`config.mk`:
```
export PLATFORM = sky130hd
export DESIGN_NAME = deac_top
export DESIGN_NICKNAME = d
export VERILOG_FILES = /design/src/deac_pkg.sv /design/src/deac_timer.sv /design/src/deac_top.sv
export VERILOG_INCLUDE_DIRS = /design/src
export SDC_FILE = /design/constraint.sdc
export NUM_CORES = 1
export LEC_CHECK = 0
export BUFFER_PORTS_ARGS = -buffer_cell sky130_fd_sc_hd__buf_2
export CORE_UTILIZATION = 30
export DETAILED_ROUTE_END_ITERATION = 7
export SYNTH_ARGS = -nofsm -noshare
export SYNTH_HDL_FRONTEND = slang
export SYNTH_SLANG_ARGS = --single-unit
```
`constraint.sdc`:
```
create_clock -name clk_i -period 2 [get_ports clk_i]
set_input_delay 0.2 -clock clk_i [delete_from_list [all_inputs] [get_ports clk_i]]
set_output_delay 0.2 -clock clk_i [all_outputs]
set_load 0.005 [all_outputs]
```
`src/deac_params.svh`:
```
// constants for the data eeprom access control block
`ifndef DEAC_PARAMS_SVH
`define DEAC_PARAMS_SVH

// sector 0 special function register offsets
`define DEAC_OFS_INDIRECT    8'h00
`define DEAC_OFS_PTR_LOW     8'h01
`define DEAC_OFS_PTR_HIGH    8'h02
`define DEAC_OFS_ADDR        8'h10
`define DEAC_OFS_DATA        8'h11
`define DEAC_OFS_FLAG        8'h12

// pointer value that selects eeprom_control in sector 1
`define DEAC_CTRL_PTR_LOW    8'h40
`define DEAC_CTRL_PTR_HIGH   8'h01

// eeprom_control field positions
`define DEAC_BIT_RD_START    0
`define DEAC_BIT_RD_EN       1
`define DEAC_BIT_WR_START    2
`define DEAC_BIT_WR_EN       3
// eeprom_interrupt_flag register field position
`define DEAC_BIT_FLAG        0

// reset values
`define DEAC_RST_BYTE        8'h00
`define DEAC_RST_ADDR        6'h00

// array geometry
`define DEAC_ADDR_W          6
`define DEAC_DEPTH           64

// timing
`define DEAC_CLK_MHZ         100
`define DEAC_READ_TIME_NS    40
`define DEAC_WRITE_TIME_US   2000
`define DEAC_READ_CYCLES     ((`DEAC_READ_TIME_NS * `DEAC_CLK_MHZ + 999) / 1000)
`define DEAC_WRITE_CYCLES    (`DEAC_WRITE_TIME_US * `DEAC_CLK_MHZ)

`endif

```
`src/deac_pkg.sv`:
```
// types for the data eeprom access control block
package deac_pkg;

    typedef enum logic [2:0] {
        DEAC_IDLE  = 3'h1,
        DEAC_READ  = 3'h2,
        DEAC_WRITE = 3'h4
    } deac_state_e;

    typedef struct packed {
        logic       wr;
        logic       rd;
        logic [7:0] addr;
        logic [7:0] wdata;
    } deac_sfr_req_s;

endpackage : deac_pkg

```
`src/deac_timer.sv`:
```
// down counter that times one eeprom operation
`timescale 1ns/1ps
module deac_timer #(
    parameter int unsigned CYCLES = 4
) (
    input  wire logic clk_i,
    input  wire logic rst_n_i,
    input  wire logic ce_i,
    input  wire logic start_i,
    input  wire logic abort_i,
    output logic      busy_o,
    output logic      done_o
);

    localparam int unsigned W = $clog2(CYCLES + 1);

    logic [W-1:0] count;

    always_ff @(posedge clk_i)
    begin
        if (!rst_n_i)
        begin
            count  <= '0;
            done_o <= 1'b0;
        end
        else if (ce_i)
        begin
            done_o <= 1'b0;
            if (abort_i)
                count <= '0;
            else if (start_i)
                count <= W'(CYCLES);
            else if (count != '0)
            begin
                count <= count - W'(1);
                if (count == W'(1))
                    done_o <= 1'b1;
            end
        end
    end

    assign busy_o = (count != '0);

endmodule : deac_timer

```
`src/deac_top.sv`:
```
// data eeprom access sequencer with its special function registers
`timescale 1ns/1ps
`include "deac_params.svh"

// What this block and its software do
// software keeps write enable cleared except while launching a write.
// control register sits in sector 1, unreachable unless pointer high byte selects it.
// software may read a written byte back to check it; optional.
// write start must be set in the instruction right after write enable; the code launches on any later control write while write enable is stored.
// software disables global interrupts around launching a write.
// idle or sleep during an operation makes that operation fail.
// control register reached indirectly with pointer low 40H and high 01H.
// control bit 1 is read enable, bit 0 read start.
// control bit 3 is write enable, bit 2 write start.
// read start reads high during a read, hardware clears it at the end.
// write start stays high for the timed write, hardware clears it after.
// after clearing the control register, reads and writes are disabled.
// a start bit does nothing unless its enable was already set.
// write end sets eeprom flag and multi-function flag; software clears eeprom flag.
// 64 bytes, six-bit address, one byte per operation.
// data register holds the fetched byte until the next operation.
// write duration from a parameterised timer, completion back on the system clock.
module deac_top #(
    parameter int unsigned READ_CYCLES  = `DEAC_READ_CYCLES,
    parameter int unsigned WRITE_CYCLES = `DEAC_WRITE_CYCLES,
    parameter int unsigned ADDR_W       = `DEAC_ADDR_W,
    parameter int unsigned DEPTH        = `DEAC_DEPTH
) (
    input  wire logic                   clk_i,
    input  wire logic                   rst_n_i,
    input  wire logic                   ce_i,
    input  wire deac_pkg::deac_sfr_req_s sfr_req_i,
    input  wire logic                   power_down_i,
    output logic [7:0]                  sfr_rdata_o,
    output logic                        sfr_rvalid_o,
    output logic                        eeprom_interrupt_flag_o,
    output logic                        multi_func_flag_set_o,
    output logic                        busy_o
);

    ////////////////////////////////////////////////////////////////////////////
    // storage and state
    logic [7:0]              mem [DEPTH];
    deac_pkg::deac_state_e   state;
    deac_pkg::deac_state_e   next_state;
    logic [7:0]              pointer_low_byte;
    logic [7:0]              pointer_high_byte;
    logic [ADDR_W-1:0]       eeprom_address_register;
    logic [7:0]              eeprom_data_register;
    logic                    read_enable_bit;
    logic                    write_enable_bit;
    logic [ADDR_W-1:0]       op_addr;
    logic [7:0]              op_data;
    logic                    ctrl_sel;
    logic                    ctrl_wr;
    logic                    rd_go;
    logic                    wr_go;
    logic                    abort_op;
    logic                    rd_done;
    logic                    wr_done;
    logic [7:0]              ctrl_view;
    logic [7:0]              next_rdata;

    ////////////////////////////////////////////////////////////////////////////
    // indirect decode and launch conditions
    // control register answers only when the pointer pair selects it
    assign ctrl_sel = (sfr_req_i.addr == `DEAC_OFS_INDIRECT)
                   && (pointer_high_byte == `DEAC_CTRL_PTR_HIGH)
                   && (pointer_low_byte == `DEAC_CTRL_PTR_LOW);
    assign ctrl_wr  = sfr_req_i.wr && ctrl_sel;

    // start needs the enable already stored; both starts at once launch nothing
    assign rd_go = ctrl_wr && sfr_req_i.wdata[`DEAC_BIT_RD_START]
                && read_enable_bit
                && !sfr_req_i.wdata[`DEAC_BIT_WR_START]
                && (state == deac_pkg::DEAC_IDLE) && !power_down_i;
    assign wr_go = ctrl_wr && sfr_req_i.wdata[`DEAC_BIT_WR_START]
                && write_enable_bit
                && !sfr_req_i.wdata[`DEAC_BIT_RD_START]
                && (state == deac_pkg::DEAC_IDLE) && !power_down_i;

    // entering a low-power mode kills the operation in flight
    assign abort_op = power_down_i && (state != deac_pkg::DEAC_IDLE);

    ////////////////////////////////////////////////////////////////////////////
    // operation timers
    deac_timer #(
        .CYCLES (READ_CYCLES)
    ) u_read_timer (
        .clk_i   (clk_i),
        .rst_n_i (rst_n_i),
        .ce_i    (ce_i),
        .start_i (rd_go),
        .abort_i (abort_op),
        .busy_o  (),
        .done_o  (rd_done)
    );

    deac_timer #(
        .CYCLES (WRITE_CYCLES)
    ) u_write_timer (
        .clk_i   (clk_i),
        .rst_n_i (rst_n_i),
        .ce_i    (ce_i),
        .start_i (wr_go),
        .abort_i (abort_op),
        .busy_o  (),
        .done_o  (wr_done)
    );

    ////////////////////////////////////////////////////////////////////////////
    // sequencer
    always_comb
    begin
        next_state = state;
        case (state)
            deac_pkg::DEAC_IDLE:
            begin
                if (rd_go)
                    next_state = deac_pkg::DEAC_READ;
                else if (wr_go)
                    next_state = deac_pkg::DEAC_WRITE;
            end
            deac_pkg::DEAC_READ:
            begin
                if (abort_op || rd_done)
                    next_state = deac_pkg::DEAC_IDLE;
            end
            deac_pkg::DEAC_WRITE:
            begin
                if (abort_op || wr_done)
                    next_state = deac_pkg::DEAC_IDLE;
            end
            default:
                next_state = deac_pkg::DEAC_IDLE;
        endcase
    end

    always_ff @(posedge clk_i)
    begin
        if (!rst_n_i)
            state <= deac_pkg::DEAC_IDLE;
        else if (ce_i)
            state <= next_state;
    end

    ////////////////////////////////////////////////////////////////////////////
    // pointer pair
    always_ff @(posedge clk_i)
    begin
        if (!rst_n_i)
        begin
            pointer_low_byte  <= `DEAC_RST_BYTE;
            pointer_high_byte <= `DEAC_RST_BYTE;
        end
        else if (ce_i && sfr_req_i.wr)
        begin
            if (sfr_req_i.addr == `DEAC_OFS_PTR_LOW)
                pointer_low_byte <= sfr_req_i.wdata;
            else if (sfr_req_i.addr == `DEAC_OFS_PTR_HIGH)
                pointer_high_byte <= sfr_req_i.wdata;
        end
    end

    ////////////////////////////////////////////////////////////////////////////
    // enable bits
    always_ff @(posedge clk_i)
    begin
        if (!rst_n_i)
        begin
            read_enable_bit  <= 1'b0;
            write_enable_bit <= 1'b0;
        end
        else if (ce_i && ctrl_wr)
        begin
            read_enable_bit  <= sfr_req_i.wdata[`DEAC_BIT_RD_EN];
            write_enable_bit <= sfr_req_i.wdata[`DEAC_BIT_WR_EN];
        end
    end

    ////////////////////////////////////////////////////////////////////////////
    // address and data registers
    always_ff @(posedge clk_i)
    begin
        if (!rst_n_i)
            eeprom_address_register <= `DEAC_RST_ADDR;
        else if (ce_i && sfr_req_i.wr && sfr_req_i.addr == `DEAC_OFS_ADDR)
            eeprom_address_register <= sfr_req_i.wdata[ADDR_W-1:0];
    end

    // fetched byte wins over a software write in the same cycle
    always_ff @(posedge clk_i)
    begin
        if (!rst_n_i)
            eeprom_data_register <= `DEAC_RST_BYTE;
        else if (ce_i)
        begin
            if (rd_done && state == deac_pkg::DEAC_READ && !abort_op)
                eeprom_data_register <= mem[op_addr];
            else if (sfr_req_i.wr && sfr_req_i.addr == `DEAC_OFS_DATA)
                eeprom_data_register <= sfr_req_i.wdata;
        end
    end

    // address and data frozen at launch for the whole operation
    always_ff @(posedge clk_i)
    begin
        if (!rst_n_i)
        begin
            op_addr <= `DEAC_RST_ADDR;
            op_data <= `DEAC_RST_BYTE;
        end
        else if (ce_i && (rd_go || wr_go))
        begin
            op_addr <= eeprom_address_register;
            op_data <= eeprom_data_register;
        end
    end

    ////////////////////////////////////////////////////////////////////////////
    // eeprom array
    always_ff @(posedge clk_i)
    begin
        if (ce_i && wr_done && state == deac_pkg::DEAC_WRITE && !abort_op)
            mem[op_addr] <= op_data;
    end

    ////////////////////////////////////////////////////////////////////////////
    // completion flags
    // hardware set wins over a software clear in the same cycle
    always_ff @(posedge clk_i)
    begin
        if (!rst_n_i)
        begin
            eeprom_interrupt_flag_o <= 1'b0;
            multi_func_flag_set_o   <= 1'b0;
        end
        else if (ce_i)
        begin
            multi_func_flag_set_o <= wr_done && !abort_op;
            if (wr_done && !abort_op)
                eeprom_interrupt_flag_o <= 1'b1;
            else if (sfr_req_i.wr && sfr_req_i.addr == `DEAC_OFS_FLAG)
                eeprom_interrupt_flag_o <= sfr_req_i.wdata[`DEAC_BIT_FLAG];
        end
    end

    ////////////////////////////////////////////////////////////////////////////
    // read-back path
    // start bits mirror the running operation; upper nibble reads zero
    always_comb
    begin
        ctrl_view = `DEAC_RST_BYTE;
        ctrl_view[`DEAC_BIT_RD_START] = (state == deac_pkg::DEAC_READ);
        ctrl_view[`DEAC_BIT_RD_EN]    = read_enable_bit;
        ctrl_view[`DEAC_BIT_WR_START] = (state == deac_pkg::DEAC_WRITE);
        ctrl_view[`DEAC_BIT_WR_EN]    = write_enable_bit;
    end

    always_comb
    begin
        next_rdata = `DEAC_RST_BYTE;
        if (sfr_req_i.addr == `DEAC_OFS_INDIRECT)
        begin
            if (ctrl_sel)
                next_rdata = ctrl_view;
        end
        else if (sfr_req_i.addr == `DEAC_OFS_PTR_LOW)
            next_rdata = pointer_low_byte;
        else if (sfr_req_i.addr == `DEAC_OFS_PTR_HIGH)
            next_rdata = pointer_high_byte;
        else if (sfr_req_i.addr == `DEAC_OFS_ADDR)
            next_rdata = 8'(eeprom_address_register);
        else if (sfr_req_i.addr == `DEAC_OFS_DATA)
            next_rdata = eeprom_data_register;
        else if (sfr_req_i.addr == `DEAC_OFS_FLAG)
            next_rdata[`DEAC_BIT_FLAG] = eeprom_interrupt_flag_o;
    end

    always_ff @(posedge clk_i)
    begin
        if (!rst_n_i)
        begin
            sfr_rdata_o  <= `DEAC_RST_BYTE;
            sfr_rvalid_o <= 1'b0;
        end
        else if (ce_i)
        begin
            sfr_rvalid_o <= sfr_req_i.rd;
            if (sfr_req_i.rd)
                sfr_rdata_o <= next_rdata;
        end
    end

    ////////////////////////////////////////////////////////////////////////////
    // status outputs
    always_ff @(posedge clk_i)
    begin
        if (!rst_n_i)
            busy_o <= 1'b0;
        else if (ce_i)
            busy_o <= (next_state != deac_pkg::DEAC_IDLE);
    end

endmodule : deac_top

```
==> reports/qor.yml <==
worst_hold_path:
  hp-class: "input pin to flop"
  min_from: "sfr_req_i[16]"
global_route:
  globalRouteTotalUtil_pct: 15.1
  grt_pass1_wl_mm: 92.8
  grt_pass1_vias: 14500
  gr-usage-met2_pct: 25.1
  gr-max-usage-layer: "met2"
  grt_use_met3_pct: 2.64
  antenna_found_initial: 0
  grt_overflow: 0
  grt_max_degree: 66
  grt_use_met1_pct: 20.5
place:
  globalplace.congestion: 0.847
  dp_slack_ns: -0.583
  place.detailed.hpwl_mm: 40.9
  io_buffer_count: 33
sta:
  setup_tns_ns: -5.44
  fin_crit_ns: 2.30
  rsz0062_at_grt: "true"
  whs_ns: 0.127
  layout_setup_ws_ns: -0.304
  relSlewSlack_pct: 46.8
  slew_violations: 0
  fmax_ghz: 0.434
  setup_violations: 146
  final_min_period_over_clock_period_pct: 115
  skew_ns: 0.0234
  finalHoldViolCount: 0
  tightest_slew_ns: 0.795
power_and_ir_drop:
  p_leak_nw: 9.06
  power_density_mw_per_mm2: 874
  ir_drop_v: 0.000606
detailed_routing:
  via_per_inst: 5.00
  drt.antenna.violating_nets: 0
  drt_pass1_iterations: 7
  drt_wl_total_mm: 62.6
  drcViolationCount: 0
  wl_per_cell_um: 22.2
  drt-initial-drc-count: 1099
  num_vias: 14100
clock_network:
  cts_root_buf: "clkbuf_16"
  cts.clk_slew.worst_paths_ns: 0.06
  ctsHtreeMaxLevel: 2
  cts-buffers-inserted: 59
  tritoncts: "yes"
  clockBufferDepth: 3
  clk-insertion-delay-late_ns: 0.63
  clock-sinks: 602
setup_path:
  crit_path_end_kind: "flop"
  path_max_fanout: 8
  path_class: "flop to flop"
  cp-start-kind: "flop"
  cp.arrival_ns: 2.82
  worstPathRequired_ns: 2.51
final_layout:
  final_core_util_pct: 39.4
  area_growth_pct: 29.3
  antenna_cells: 0
  drive_gt1_share_pct: 41.1
  fill_cells: 7186
  layout.nets: 1754
synth:
  yosys.area_share.simple_pct: 6.76
  synth.area.mux_share_pct: 15.1
  synth.most_common_cell: "edfxtp_1"
  synth.avg_cell_area_sq_um: 17.4
  synth.distinct_cells: 79
  synth-xor-area-share_pct: 0.399
  synth_ff_type: "edfxtp_1"
  synthAdderAreaFrac_pct: 0.259
  yosysWarningCount: 0
  synthTopCellsByArea: "edfxtp_1, mux4_2, dfxtp_1"
  synthArstFlopShare_pct: 0
  ys_seq_area_share_pct: 71.1
  synth_common_cells: "edfxtp_1, nor2_1, mux4_2"
  synth_nets: 1415
  synth_edf_count: 512
  synth_top_family_by_area: "multiplexers"
  syn_inst: 1388
  synth_top_area_share_pct: 63.6
  synth_area_sq_mm: 0.0242
  synth_top_area_cell: "edfxtp_1"
  synth-compound-area-share_pct: 4.51
  synth_seq_cells: 602
run_status:
  status: "finished with violations"
  failed_checks: "negative setup slack"
die:
  dieWidth_um: 286
  ios: 34
  rows: 103
  chipHeight_um: 286
  dieArea_sq_mm: 0.0817
  fp.coreArea_sq_mm: 0.0794
  start_util_pct: 30.4
run:
  cap_violations: 0
area by class of cell:
cell class	count	area [sq um]	share of cell area (%)
flip-flops and latches	602	17200	55.1
multi-input cells	704	7420	23.7
repair buffers	347	3460	11.1
clock buffers	81	1580	5.05
well taps	1050	1310	4.21
clock inverters	28	205	0.657
inverters	13	48.8	0.156
state kept, by name, indices dropped and copies added (netlist names), 3 cells and up, named ones only:
| name | count |
|---|---|
| pointer_high_byte | 8 |
| eeprom_data_register | 8 |
| u_write_timer.count | 18 |
| mem | 512 |
| u_read_timer.count | 3 |
| state | 3 |
| op_addr | 6 |
| op_data | 8 |
| pointer_low_byte | 8 |
| sfr_rdata_o | 8 |
| eeprom_address_register | 6 |
final timing paths:
path,to,slack (ns),depth (start not counted)
max reg2reg,eeprom_data_register[7],-0.30,8
min,sfr_rvalid_o,0.13,3
min reg2reg,sfr_rdata_o[4],0.46,2
max,eeprom_data_register[7],-0.30,8
logic make-up (layout without fill, tap and decap cells):
group | after synthesis | count (layout)
adders and majority gates | 5 | 5
xor gates and xnor gates | 11 | 11
muxes | 211 | 211
AOI/OAI and AO/OA | 148 | 148
DFF | 602 | 602
buffers and inverters | 82 | 469
and+or+nand+nor | 329 | 329
power breakdown:
part           switching, W  internal, W
registers          0.000210       0.0136
clock network       0.00470      0.00577
logic               0.00155      0.00147
total               0.00646       0.0209
cells in the final DEF, fill, tap and decap left out, drive strengths merged, types with 4 or more instances in the layout:
cell,n
nor2,155
clkinv,19
xor2,6
xnor2,5
nand2,54
a22oi,16
clkbuf,83
nor4,11
nor2b,14
a211oi,6
nor3,10
o31ai,6
a2111oi,5
a221o,4
dlygate4sd3,9
mux2i,86
a221oi,14
a21oi,26
buf,334
ha,5
nand3b,9
dfxtp,90
clkinvlp,5
inv,15
edfxtp,512
a31oi,9
nand3,33
a21o,6
and2,8
nand2b,6
nor4b,5
nand4,6
o21ai,21
mux4,122
o41ai,5
metrics by stage:
step	cells	area, sq um	total power (W)
floorplan	1388	24200	0.0154
global placement	2669	27600	0.0163
detailed placement	2669	27600	0.0164
CTS	2819	30300	0.0272
global route	2825	31200	0.0282
finish	2825	31200	0.0273
layer usage:
metal	wire length, um	vias to the layer above
li1	-	6263
met1	26800	7403
met2	31100	394
met3	3540	78
met4	1170	0
met5	0	-
timing repair:
action                                 4_1_cts  5_1_grt
gates cloned                                 6        3
pin swaps                                   40       66
setup endpoints to repair                  395      219
endpoints found under the hold margin       36        0
buffers inserted                            28        8
gates resized for setup                    102      230
hold buffers                                 9        0
worst max-delay path, cell delays in order (launching register included):
cell and delay (ns):
dfxtp_4 0.39, buf_6 0.18, buf_12 0.14, buf_16 0.14, mux2i_2 0.16, mux4_2 0.51
a221oi_2 0.28, a21oi_2 0.09, o41ai_1 0.31
(Power assumes the default switching activity.)
